### config.mk
export PLATFORM = sky130hd
export DESIGN_NAME = scrb_bank
export DESIGN_NICKNAME = d
export VERILOG_FILES = /design/src/hdl/scrb_pkg.sv /design/src/hdl/scrb_sync.sv /design/src/hdl/scrb_bank.sv
export VERILOG_INCLUDE_DIRS = /design/src /design/src/hdl
export SDC_FILE = /design/constraint.sdc
export NUM_CORES = 1
export LEC_CHECK = 0
export ABC_AREA = 1
export BUFFER_PORTS_ARGS = -buffer_cell sky130_fd_sc_hd__buf_2
export CORE_ASPECT_RATIO = 1.1
export CORE_MARGIN = 2
export CORE_UTILIZATION = 48
export DETAILED_ROUTE_END_ITERATION = 10
export MAX_ROUTING_LAYER = met4
export PLACE_DENSITY = 0.85
export SETUP_SLACK_MARGIN = 0.02
export SLEW_MARGIN = 15
export SYNTH_ARGS = -nofsm -noshare
export SYNTH_HDL_FRONTEND = slang
export SYNTH_SLANG_ARGS = --single-unit
export TNS_END_PERCENT = 100
### constraint.sdc
create_clock -name i_clock -period 3.7 [get_ports i_clock]
set_clock_uncertainty 0.05 [all_clocks]
set_input_delay 0.185 -clock i_clock [delete_from_list [all_inputs] [get_ports i_clock]]
set_output_delay 0.185 -clock i_clock [all_outputs]
set_load 0.01 [all_outputs]
### src/hdl/scrb_map.svh
// register map offsets, field positions and reset values of the serial config bank
`ifndef SCRB_MAP_SVH
`define SCRB_MAP_SVH
`define SCRB_WORD_W 32
`define SCRB_ADDR_MSB 3
`define SCRB_ADDR_OUT_LAST 4'h7
`define SCRB_ADDR_PDF 4'hB
`define SCRB_ADDR_GLOBAL 4'hE
`define SCRB_ADDR_LOOP 4'hF
`define SCRB_RESET_BIT 31
`define SCRB_DLY_MSB 7
`define SCRB_DLY_LSB 4
`define SCRB_DIV_MSB 15
`define SCRB_DIV_LSB 8
`define SCRB_EN_BIT 16
`define SCRB_MUX_MSB 18
`define SCRB_MUX_LSB 17
`define SCRB_PDF_BIT 15
`define SCRB_GEN_BIT 27
`define SCRB_PD_BIT 26
`define SCRB_TRI_BIT 25
`define SCRB_POL_BIT 24
`define SCRB_LDMUX_MSB 23
`define SCRB_LDMUX_LSB 20
`define SCRB_RDIV_MSB 19
`define SCRB_RDIV_LSB 8
`define SCRB_GAIN_MSB 31
`define SCRB_GAIN_LSB 30
`define SCRB_NDIV_MSB 25
`define SCRB_NDIV_LSB 8
`define SCRB_DLY_DEF 4'h0
`define SCRB_DIV_DEF 8'h01
`define SCRB_EN_DEF 1'b0
`define SCRB_MUX_DEF 2'h0
`define SCRB_PDF_DEF 1'b0
`define SCRB_GEN_DEF 1'b1
`define SCRB_PD_DEF 1'b0
`define SCRB_TRI_DEF 1'b0
`define SCRB_POL_DEF 1'b0
`define SCRB_LDMUX_DEF 4'h0
`define SCRB_RDIV_DEF 12'h00A
`define SCRB_GAIN_DEF 2'h0
`define SCRB_NDIV_DEF 18'h002F8
`endif

### src/hdl/scrb_pkg.sv
// types and default values of the serial config bank
package scrb_pkg;
  `include "scrb_map.svh"

  typedef struct packed {
    logic [1:0] path_select;
    logic enable;
    logic [7:0] divide;
    logic [3:0] delay;
  } scrb_out_cfg_s;

  typedef struct packed {
    logic global_enable;
    logic power_down;
    logic cp_high_z;
    logic cp_polarity;
    logic [3:0] lock_mux;
    logic [11:0] ref_divide;
  } scrb_global_s;

  typedef struct packed {
    logic [1:0] cp_gain;
    logic [17:0] fb_divide;
  } scrb_loop_s;

  typedef scrb_out_cfg_s [7:0] scrb_out_arr_t;
  typedef logic [7:0][8:0] scrb_ratio_arr_t;

  localparam scrb_out_cfg_s SCRB_OUT_DEF = '{`SCRB_MUX_DEF, `SCRB_EN_DEF, `SCRB_DIV_DEF, `SCRB_DLY_DEF};
  localparam scrb_global_s SCRB_GLOBAL_DEF = '{`SCRB_GEN_DEF, `SCRB_PD_DEF, `SCRB_TRI_DEF, `SCRB_POL_DEF,
                                               `SCRB_LDMUX_DEF, `SCRB_RDIV_DEF};
  localparam scrb_loop_s SCRB_LOOP_DEF = '{`SCRB_GAIN_DEF, `SCRB_NDIV_DEF};
endpackage : scrb_pkg

### src/hdl/scrb_sync.sv
// two-flop synchroniser for the serial link pins
`timescale 1ns/10ps
module scrb_sync #(
  parameter int WIDTH = 3
) (
  input wire logic i_clock, // system clock
  input wire logic i_rstn, // async reset, active low
  input wire logic [WIDTH-1:0] i_async, // raw pin levels
  output logic [WIDTH-1:0] o_sync // levels after two flops
);
  logic [WIDTH-1:0] stage1;
  logic [WIDTH-1:0] stage2;

  // first stage feeds only the second, to let metastability settle
  always_ff @(posedge i_clock or negedge i_rstn)
  begin
    if (!i_rstn)
    begin
      stage1 <= '0;
      stage2 <= '0;
    end
    else
    begin
      stage1 <= i_async;
      stage2 <= stage1;
    end
  end

  assign o_sync = stage2;
endmodule : scrb_sync

### src/hdl/scrb_bank.sv
// serial three-wire configuration register bank of the clock conditioner
`timescale 1ns/10ps
`include "scrb_map.svh"
module scrb_bank
  import scrb_pkg::*;
(
  input wire logic i_clock, // 10 MHz system clock
  input wire logic i_rstn, // async reset, active low
  input wire logic i_serial_shift_clock, // serial clock pin
  input wire logic i_serial_data_in, // serial data pin
  input wire logic i_serial_latch_enable, // latch enable pin
  output scrb_out_arr_t o_out_cfg, // per-output settings
  output scrb_ratio_arr_t o_div_ratio, // effective divide ratio per output
  output logic [7:0] o_div_invalid, // divide code zero per output
  output logic o_pdf_range_select, // phase detector range bit
  output scrb_global_s o_global_cfg, // global and reference settings
  output scrb_loop_s o_loop_cfg, // loop gain and feedback divider
  output logic o_cfg_update, // pulse: a word was latched
  output logic o_soft_reset // pulse: soft reset word latched
);
  logic [2:0] pins_s;
  logic sclk_s;
  logic sdi_s;
  logic le_s;
  logic sclk_q;
  logic le_q;
  logic sclk_rise;
  logic le_rise;
  logic [`SCRB_WORD_W-1:0] shift;
  scrb_out_arr_t out_cfg;
  scrb_ratio_arr_t ratio;
  logic [7:0] invalid;
  logic pdf;
  scrb_global_s glob;
  scrb_loop_s loop;
  logic upd;
  logic srst;
  logic [`SCRB_WORD_W-1:0] next_shift;
  scrb_out_arr_t next_out_cfg;
  scrb_ratio_arr_t next_ratio;
  logic [7:0] next_invalid;
  logic next_pdf;
  scrb_global_s next_glob;
  scrb_loop_s next_loop;
  logic next_upd;
  logic next_srst;

  // unpack one output register from a received word
  function automatic scrb_out_cfg_s scrb_word_to_out(input logic [`SCRB_WORD_W-1:0] w);
    scrb_out_cfg_s c;
    c.path_select = w[`SCRB_MUX_MSB:`SCRB_MUX_LSB];
    c.enable = w[`SCRB_EN_BIT];
    c.divide = w[`SCRB_DIV_MSB:`SCRB_DIV_LSB];
    c.delay = w[`SCRB_DLY_MSB:`SCRB_DLY_LSB];
    return c;
  endfunction : scrb_word_to_out

  // address field of a word
  function automatic logic [3:0] scrb_addr(input logic [`SCRB_WORD_W-1:0] w);
    return w[`SCRB_ADDR_MSB:0];
  endfunction : scrb_addr

  // pins come from the host's domain, so they pass two flops first
  scrb_sync #(
    .WIDTH(3)
  ) u_sync (
    .i_clock(i_clock),
    .i_rstn(i_rstn),
    .i_async({i_serial_shift_clock, i_serial_data_in, i_serial_latch_enable}),
    .o_sync(pins_s)
  );

  assign sclk_s = pins_s[2];
  assign sdi_s = pins_s[1];
  assign le_s = pins_s[0];
  // edges seen on synchronised levels; serial clock must stay below fclk/4
  assign sclk_rise = sclk_s & ~sclk_q;
  assign le_rise = le_s & ~le_q;

  // next values of shifter and register bank
  always_comb
  begin
    next_shift = shift;
    next_out_cfg = out_cfg;
    next_pdf = pdf;
    next_glob = glob;
    next_loop = loop;
    next_upd = 1'b0;
    next_srst = 1'b0;
    if (sclk_rise && !le_s)
    begin
      next_shift = {shift[`SCRB_WORD_W-2:0], sdi_s};
    end
    if (le_rise)
    begin
      next_upd = 1'b1;
      if (scrb_addr(shift) <= `SCRB_ADDR_OUT_LAST)
      begin
        if (scrb_addr(shift) == 4'h0 && shift[`SCRB_RESET_BIT])
        begin
          // rest of the word is dropped; reset bit is never stored
          next_srst = 1'b1;
          next_out_cfg = {8{SCRB_OUT_DEF}};
          next_pdf = `SCRB_PDF_DEF;
          next_glob = SCRB_GLOBAL_DEF;
          next_loop = SCRB_LOOP_DEF;
        end
        else
        begin
          // address top bit is zero here, so the low three bits pick the output
          next_out_cfg[shift[2:0]] = scrb_word_to_out(shift);
        end
      end
      else
      begin
        case (scrb_addr(shift))
          `SCRB_ADDR_PDF: next_pdf = shift[`SCRB_PDF_BIT];
          `SCRB_ADDR_GLOBAL:
          begin
            next_glob.global_enable = shift[`SCRB_GEN_BIT];
            next_glob.power_down = shift[`SCRB_PD_BIT];
            next_glob.cp_high_z = shift[`SCRB_TRI_BIT];
            next_glob.cp_polarity = shift[`SCRB_POL_BIT];
            next_glob.lock_mux = shift[`SCRB_LDMUX_MSB:`SCRB_LDMUX_LSB];
            next_glob.ref_divide = shift[`SCRB_RDIV_MSB:`SCRB_RDIV_LSB];
          end
          `SCRB_ADDR_LOOP:
          begin
            next_loop.cp_gain = shift[`SCRB_GAIN_MSB:`SCRB_GAIN_LSB];
            next_loop.fb_divide = shift[`SCRB_NDIV_MSB:`SCRB_NDIV_LSB];
          end
          default: next_pdf = pdf; // unused addresses change no register but still pulse o_cfg_update
        endcase
      end
    end
    // ratio follows the stored code so it is never a cycle stale
    for (int i = 0; i < 8; i++)
    begin
      next_ratio[i] = {next_out_cfg[i].divide, 1'b0};
      next_invalid[i] = (next_out_cfg[i].divide == 8'h00);
    end
  end

  // register everything; defaults equal the power-on content
  always_ff @(posedge i_clock or negedge i_rstn)
  begin
    if (!i_rstn)
    begin
      sclk_q <= 1'b0;
      le_q <= 1'b0;
      shift <= '0;
      out_cfg <= {8{SCRB_OUT_DEF}};
      ratio <= {8{9'h002}};
      invalid <= 8'h00;
      pdf <= `SCRB_PDF_DEF;
      glob <= SCRB_GLOBAL_DEF;
      loop <= SCRB_LOOP_DEF;
      upd <= 1'b0;
      srst <= 1'b0;
    end
    else
    begin
      sclk_q <= sclk_s;
      le_q <= le_s;
      shift <= next_shift;
      out_cfg <= next_out_cfg;
      ratio <= next_ratio;
      invalid <= next_invalid;
      pdf <= next_pdf;
      glob <= next_glob;
      loop <= next_loop;
      upd <= next_upd;
      srst <= next_srst;
    end
  end

  // outputs are the bank flops themselves
  assign o_out_cfg = out_cfg;
  assign o_div_ratio = ratio;
  assign o_div_invalid = invalid;
  assign o_pdf_range_select = pdf;
  assign o_global_cfg = glob;
  assign o_loop_cfg = loop;
  assign o_cfg_update = upd;
  assign o_soft_reset = srst;
endmodule : scrb_bank

# [After elaboration in Yosys (flattened, before gate mapping)]
# Index checks and enable logic that the tools add are counted.
[op_classes] n_mux=19 eq_ne=4 reduce_logical=20 bitwise=4 order_cmp=3
[op_table] cell="two-way mux 117 bit" n=2
[op_table] cell="bitwise mux 120 bit" n=1
[op_table] cell="two-way mux 120 bit" n=1
[op_table] cell="two-way mux 20 bit" n=6
[op_table] cell="logical NOT 8 bit" n=8
[op_table] cell="demux 15 bit (select 3 bit)" n=1
[op_table] cell="two-way mux 15 bit" n=1
[op_table] cell="== test 4 bit (second input constant)" n=3
[op_table] cell="AND reduction 3 bit" n=3
[op_table] cell="two-way mux 1 bit" n=7
[op_table] cell="nonzero test 2 bit" n=3
[op_table] cell="less-or-equal comparator 4 x 3 -> 1 bit (second input constant)" n=1
[op_table] cell="logical NOT 4 bit" n=1
[op_table] cell="less-than comparator 3 x 4 -> 1 bit (second input constant)" n=1
[op_table] cell="greater-or-equal comparator 3 x 1 -> 1 bit (second input constant)" n=1
[op_table] cell="logical AND 1 bit" n=3
[op_table] cell="AND 1 bit" n=2
[op_table] cell="inequality test 2 x 1 -> 1 bit (second input constant)" n=1
[op_table] cell="NOT 1 bit" n=2
[op_table] cell="AND reduction 2 bit" n=1
[op_table] cell="logical NOT 1 bit" n=1
[word_totals] word_cells=99 reg_bits=211

# [Depth between registers and ports, before layout]
# Gate-level depths: netlist of run 1.
[depth] word_depth=9 mapped_depth=12 mapped_depth_nobuf=10

# [Hierarchy]
# Synthesis of run 1 repeated with hierarchy kept, for this count alone.
[unflattened] cells_unflattened=1088 hier_area_um2=9480.3
[modules_own_cells] module="scrb_bank" area_each_um2=9330.2 instances=1 cells_each=1082 seq_area_each_um2=5151.2
[modules_own_cells] module="scrb_sync" area_each_um2=150.1 instances=1 cells_each=6 seq_area_each_um2=150.1

# [Worst setup path after synthesis of run 1]
# No wires, ideal clock.
[synth_path] path_kind="register -> register" start="register shift[0]" end="register glob, in the netlist o_global_cfg[10]" setup_ps=134 stages_incl_launch_ff=10 arrival_time_ps=1371 n_path_buf=1 slack_ps=2145 path_cell_list="dfrtp_1 inv_2 nand3_2 nor2_1 inv_1 nand2_1 nand2_2 buf_4 nand2_1 o31ai_1"
[synth_via] elab_chain_cells=4 word_cells_on_any_way=8 cone_classes="order compare (1); eq/ne (2); mux (1); reduce/logical (4)"
[synth_lines] item="start, declared" line="scrb_bank.sv:29" source="logic [`SCRB_WORD_W-1:0] shift;"
[synth_lines] item="start signal, assigned" line="scrb_bank.sv:165" source="shift <= next_shift;"
[synth_lines] item="branches (longest 4 deep; another with less-or-equal comparator 4 x 3 -> 1 bit)"
[synth_lines] item="end signal, assigned" line="scrb_bank.sv:170" source="glob <= next_glob;"
[synth_lines] item="end, declared" line="scrb_bank.sv:34" source="scrb_global_s glob;"
# Parallel ways; which one is timed is not known.
# A chain may end at the register's enable or synchronous reset.

# [Worst setup path after layout of run 1]
[layout_path] start="register shift[0]" end="register glob, in the netlist o_global_cfg[19]"
# The elaborated chain is that of the path after synthesis.

==> results.json, run 1 <==
{
  "synth_top_family_by_area": "simple AND/OR/NAND/NOR gates",
  "route.detailed.drc": 0,
  "die_area_um2": 20890,
  "swShare_pct": 30.23,
  "antenna-diode-count": 0,
  "hold_ws_ns": 0.2797,
  "rsz0062_at_grt": "no",
  "finalSetupTns_ns": 0,
  "antenna_found_initial": 0,
  "syn_to_final_growth_pct": 15.80,
  "grt_max_degree": 111,
  "ant_nets": 0,
  "start_kind": "flop",
  "cts_sinks": 211,
  "grt_pass1_vias": 7258,
  "maxCapViolations": 0,
  "power_switching_mw": 1.846,
  "critPathArrivalTime_ns": 2.96,
  "multi_input_area_um2": 3157,
  "wl_per_cell_um": 16.86,
  "grt.total_usage_pct": 24.45,
  "crit_required_ns": 4.08,
  "hold_viol": 0,
  "cp_max_fo": 23,
  "totalWireLength_mm": 25.37,
  "synthXorXnorAreaFrac_pct": 0,
  "ys_ff_latch": 211,
  "cts_max_level": 1,
  "clockRootBuffer": "clkbuf_16",
  "hold_path.class": "input port to flop",
  "utilization_pct": 57.09,
  "gp_congestion": 0.7964,
  "core.rowCount": 53,
  "syn-cell-area_um2": 9480,
  "path_clk_slew_ns": 0.06,
  "synth-simple-area-share_pct": 23.41,
  "r2r_end": "o_global_cfg[19]$_DFFE_PN1P_",
  "cts_tree": "built",
  "cts_buffers": 23,
  "finalCritPeriodShare_pct": 69.69,
  "synthAdderAreaFrac_pct": 0,
  "cts_max_path_buffers": 3,
  "r2r_cells": 9,
  "worst-slew-pin-transition_ns": 0.9024,
  "synth_compound_area_share_pct": 9.450,
  "synth-seq-area-share_pct": 55.92,
  "ys_types": 29,
  "detail_route.iter0.violations": 665,
  "status": "completed",
  "power.share.clock_pct": 35.8,
  "path_class": "flop to flop",
  "endpoint_kind": "flop",
  "viasPerCell": 5.262,
  "regToRegStartpoint": "shift[0]$_DFFE_PN0P_",
  "p_leak_nw": 5.987,
  "drv_slew": 0,
  "fin_crit_ns": 2.578,
  "clock.fmax_ghz": 0.3878,
  "p_comb_share_pct": 17.9,
  "avgSynthCellArea_um2": 8.714,
  "die_w_um": 138.0,
  "fin_area_um2": 10980,
  "register_area_um2": 5301,
  "ys_warn_count": 0,
  "port-buffer-count": 239,
  "ios": 248,
  "crit_end": "o_global_cfg[19]$_DFFE_PN1P_",
  "synth_cells": 1088,
  "die_h_um": 151.4,
  "pwr_density_cell_nw_per_um2": 556.2,
  "ir_drop_v": 0.0003447,
  "drtPass1Iterations": 5,
  "slew_headroom_pct": 39.75,
  "num-nets-final": 1247,
  "insertion_delay_ns": 0.51,
  "grt-ovfl-total": 0,
  "reg2reg_slack_ns": 1.12,
  "core_area_um2": 19230,
  "initial_core_util_pct": 49.30,
  "p_seq_share_pct": 46.3,
  "place_area_um2": 10210,
  "dr_total_vias": 7920,
  "min_from": "i_serial_latch_enable",
  "drive_gt1_share_pct": 25.76,
  "intPower_mw": 4.260,
  "place_hpwl_mm": 17.12,
  "grt_pass1_wl_mm": 38.67,
  "setup_violations": 0,
  "cp-startpoint": "shift[0]$_DFFE_PN0P_",
  "hold_path_depth": 2,
  "n_fill_cell": 1717,
  "muxShareOfSynthArea_pct": 0.1188
}
[sequential cells by signal, summed over array words and instances, names as in the netlist]
| name | flops |
|---|---|
| o_soft_reset | 1 |
| u_sync.o_sync | 3 |
| le_q | 1 |
| sclk_q | 1 |
| o_loop_cfg | 20 |
| o_pdf_range_select | 1 |
| o_out_cfg | 56 |
| o_div_ratio | 64 |
| o_global_cfg | 20 |
| o_cfg_update | 1 |
| shift | 32 |
| u_sync.stage1 | 3 |
| o_div_invalid | 8 |
[cell usage in the layout, fill, tap and decap left out, types with 11 or more instances in the layout]
master     netlist  layout
o21ai_1         26      26
nor2_1          67      67
o21ai_0        124     124
a21oi_1         11      11
dfrtp_1        194     194
nand3_1         58      58
buf_2           16     238
inv_1           46      45
nand4_1         18      18
nand2_1        356     356
clkbuf_16        0      23
dfstp_2         17      17
[layer usage]
| layer | GRT usage (%) | up-vias | wire length [um] | part of all wire, % |
|---|---|---|---|---|
| li1 | - | 3719 | - | - |
| met2 | 40.00 | 310 | 12560 | 50 |
| met4 | 7.347 | 0 | 579 | 2.3 |
| met3 | 3.581 | 47 | 1574 | 6.2 |
| met1 | 31.71 | 3844 | 10660 | 42 |
| met5 | - | - | 0 | 0 |
[cells by family (layout without fill, tap and decap cells)]
kind of cell | count (synthesis) | in the layout
flops | 211 | 211
buf+inv | 178 | 341
simple gates | 524 | 524
mux | 1 | 1
other cells | 1 | 8
compound gates | 173 | 173
[what timing repair did]
item	in CTS	in global routing
hold buffers	4	0
endpoints found under the hold margin	96	0
resized for setup	0	0
buffers inserted	0	0
[critical path: stages, from the launching register on]
cell	delay, ns
dfrtp_1	0.60
inv_2	0.39
nand3_2	0.32
nor2_1	0.27
inv_1	0.18
nand2_1	0.11
nand2_2	0.25
inv_1	0.15
nor2_1	0.05
a21oi_1	0.13
[per-stage QoR]
step	instances	total power [mW]	setup WS [ns]
floorplan	1095	3.571	2.145
global placement	1459	3.920	1.276
detailed placement	1459	3.956	1.187
CTS	1504	6.146	1.146
global route	1505	6.389	0.8248
finish	1505	6.106	1.122
[worst min path at each step]
| stage | endpoint |
|---|---|
| 2_1_floorplan | le_q$_DFF_PN0_ |
| 3_3_place_gp | o_div_ratio[13]$_DFF_PN0_ |
| 3_5_place_dp | u_sync.stage1[2]$_DFF_PN0_ |
| 4_1_cts | u_sync.stage1[2]$_DFF_PN0_ |
| 5_1_grt | u_sync.stage1[2]$_DFF_PN0_ |
| 6_report | u_sync.stage1[0]$_DFF_PN0_ |
[synth_stat cells]
master / number / area (um^2)
nand2_1: 356 / 1336
dfrtp_1: 194 / 4855
o21ai_0: 124 / 620.6
buf_4: 76 / 570.6
nor2_1: 67 / 251.5
nand3_1: 58 / 290.3
inv_1: 46 / 172.7
o21ai_1: 26 / 130.1
clkbuf_1: 25 / 93.84
nand4_1: 18 / 112.6
dfstp_2: 17 / 446.7
buf_2: 16 / 80.08
a21oi_1: 11 / 55.05
buf_6: 10 / 112.6
o31ai_1: 10 / 75.07
or2_2: 7 / 43.79
nand3_2: 6 / 60.06
inv_2: 4 / 15.01
nand2_2: 4 / 25.02
nor2_4: 3 / 33.78
nor2_8: 2 / 40.04
a22o_1: 1 / 8.760
a31oi_1: 1 / 6.260
buf_1: 1 / 3.750
conb_1: 1 / 3.750
mux2_2: 1 / 11.26
nand2_4: 1 / 11.26
or2_1: 1 / 6.260
or3b_2: 1 / 8.760
[cell type report]
class	instances	area share, %
clock buffers	36	5.961
clock inverters	5	0.4559
inverters	50	1.710
multi-input cells	706	28.76
flip-flops and latches	211	48.29
well taps	247	2.815
repair buffers	250	12.01
[power by group through the flow]
stage          Combinational (mW)  Clock (mW)  Sequential [mW]
3_5_place_dp                 1.09           0             2.87
4_1_cts                      1.10        2.22             2.83
3_3_place_gp                 1.06           0             2.86
5_1_grt                      1.22        2.31             2.86
2_1_floorplan               0.694           0             2.88
6_report                     1.09        2.18             2.83
No activity file was read; power rests on OpenSTA's default activity.
==> inputs of run 2 (changes only) <==
==> constraint.sdc (replaced) <==
create_clock -name i_clock -period 2.53 [get_ports i_clock]
set_clock_uncertainty 0.05 [all_clocks]
set_input_delay 0.1265 -clock i_clock [delete_from_list [all_inputs] [get_ports i_clock]]
set_output_delay 0.1265 -clock i_clock [all_outputs]
set_load 0.01 [all_outputs]
==> results.json, run 2 (synthesized netlist as in run 1, its figures left out) <==
{
  "status": "completed",
  "hold_viol": 0,
  "cp_max_fo": 15,
  "final_cell_mix": "nand2_1 (356), buf_2 (238), dfrtp_1 (194)",
  "r2r_cells": 10,
  "drtPass1Iterations": 5,
  "finalSetupTns_ns": 0,
  "grt_use_met2_pct": 39.48,
  "r2r_end": "o_div_invalid[5]$_DFF_PN0_",
  "place_ws_ns": 0.4386,
  "die_area_um2": 20890,
  "hold_path.class": "input port to async pin",
  "core_area_um2": 19230,
  "num-nets-final": 1253,
  "antenna-diode-count": 0,
  "dr_total_vias": 7954,
  "layout_commonest_cell": "nand2_1",
  "crit_required_ns": 2.92,
  "grt.total_usage_pct": 24.67,
  "cts_max_path_buffers": 3,
  "cp-startpoint": "shift[1]$_DFFE_PN0P_",
  "regToRegStartpoint": "shift[1]$_DFFE_PN0P_",
  "setup_violations": 0,
  "detail_route.iter0.violations": 633,
  "rsz0062_at_grt": "no",
  "ir_drop_v": 0.0006221,
  "largest_reg_flops": 64,
  "reg2reg_slack_ns": 0.34,
  "grt.busiest_layer": "met2",
  "slew_headroom_pct": 58.07,
  "cts_buffers": 22,
  "wl_per_cell_um": 16.66,
  "die_h_um": 151.4,
  "clockRootBuffer": "clkbuf_16",
  "grt_pass1_wl_mm": 39.14,
  "use_met1_pct": 31.91,
  "drv_slew": 0,
  "drive_gt1_share_pct": 26.58,
  "crit_end": "o_div_invalid[5]$_DFF_PN0_",
  "totalWireLength_mm": 25.17,
  "layout_setup_ws_ns": 0.3366,
  "place_hpwl_mm": 17.11,
  "route.detailed.drc": 0,
  "viasPerCell": 5.264,
  "clock.fmax_ghz": 0.4559,
  "core.rowCount": 53,
  "initial_core_util_pct": 49.30,
  "path_clk_slew_ns": 0.06,
  "pwr_density_cell_nw_per_um2": 833.7,
  "cts_tree": "built",
  "cts_max_level": 1,
  "critPathArrivalTime_ns": 2.58,
  "grt-ovfl-total": 0,
  "grt_max_degree": 65,
  "p_leak_nw": 6.062,
  "ios": 248,
  "syn_to_final_growth_pct": 17.28,
  "start_kind": "flop",
  "cts_sinks": 211,
  "fin_crit_ns": 2.193,
  "antenna_found_initial": 0,
  "grt_use_met3_pct": 3.681,
  "path_class": "flop to flop",
  "endpoint_kind": "flop",
  "ant_nets": 0,
  "utilization_pct": 57.81,
  "worst-slew-pin-transition_ns": 0.6289,
  "port-buffer-count": 239,
  "die_w_um": 138.0,
  "gp_congestion": 0.8655,
  "finalCritPeriodShare_pct": 86.70,
  "maxCapViolations": 0,
  "grt_pass1_vias": 7375,
  "insertion_delay_ns": 0.51
}
run 2: layer usage:
layer  part of all wire, %  wire length (um)  vias up
li1                      -                 -     3741
met1                    41             10380     3776
met2                    48             12000      374
met3                   7.5              1892       63
met4                   3.6               898        0
met5                     0                 0        -
run 2: critical path, cell delays in order (launching register included):
cell     delay, ns
dfrtp_1       0.51
buf_4         0.25
inv_1         0.30
nand3_2       0.32
nand2_1       0.16
o21ai_0       0.12
nand2_1       0.09
nand2_1       0.08
nor2_1        0.11
nand2_1       0.06
nor2_1        0.08
run 2: what timing repair did:
action                                  4_1_cts  5_1_grt
endpoints found under the setup margin        0        0
setup buffers                                 0        0
hold buffers                                  4        0
gates resized for setup                       0        0
hold endpoints to repair                    115        0
run 2: worst min-delay path by stage:
stage | cells past startpoint | to | start
floorplan | 0 | le_q$_DFF_PN0_ | i_rstn
detailed placement | 1 | o_div_invalid[1]$_DFF_PN0_ | i_rstn
finish | 2 | o_div_invalid[1]$_DFF_PN0_ | i_rstn
global route | 2 | o_div_invalid[1]$_DFF_PN0_ | i_rstn
global placement | 1 | o_div_invalid[1]$_DFF_PN0_ | i_rstn
CTS | 2 | shift[3]$_DFFE_PN0P_ | i_rstn
run 2: power by group:
group | internal, mW | switching [mW] | total, mW | leakage [nW]
sequential | 3.81 | 0.277 | 4.09 | 2.84
combinational | 0.574 | 1.11 | 1.69 | 2.84
clock | 2.16 | 1.34 | 3.49 | 0.386
total | 6.54 | 2.72 | 9.27 | 6.06
run 2: metrics by stage:
| step | total power [mW] | area (um^2) | hold slack (ns) | instances |
|---|---|---|---|---|
| detailed placement | 5.826 | 10290 | 0.06509 | 1467 |
| finish | 9.269 | 11120 | 0.1100 | 1511 |
| global placement | 5.778 | 10290 | 0.06614 | 1467 |
| global route | 9.724 | 11120 | 0.1465 | 1511 |
| floorplan | 5.223 | 9507 | -0.2191 | 1095 |
| CTS | 9.336 | 11120 | 0.1362 | 1511 |
run 2: layout make-up:
cell class	count	area [um^2]
Fill cell	1683	8113
Sequential cell	211	5301
Multi-Input combinational cell	706	3159
Timing Repair Buffer	257	1376
Clock buffer	30	631.9
Tap cell	247	309.0
Inverter	50	187.7
Clock inverter	10	152.6
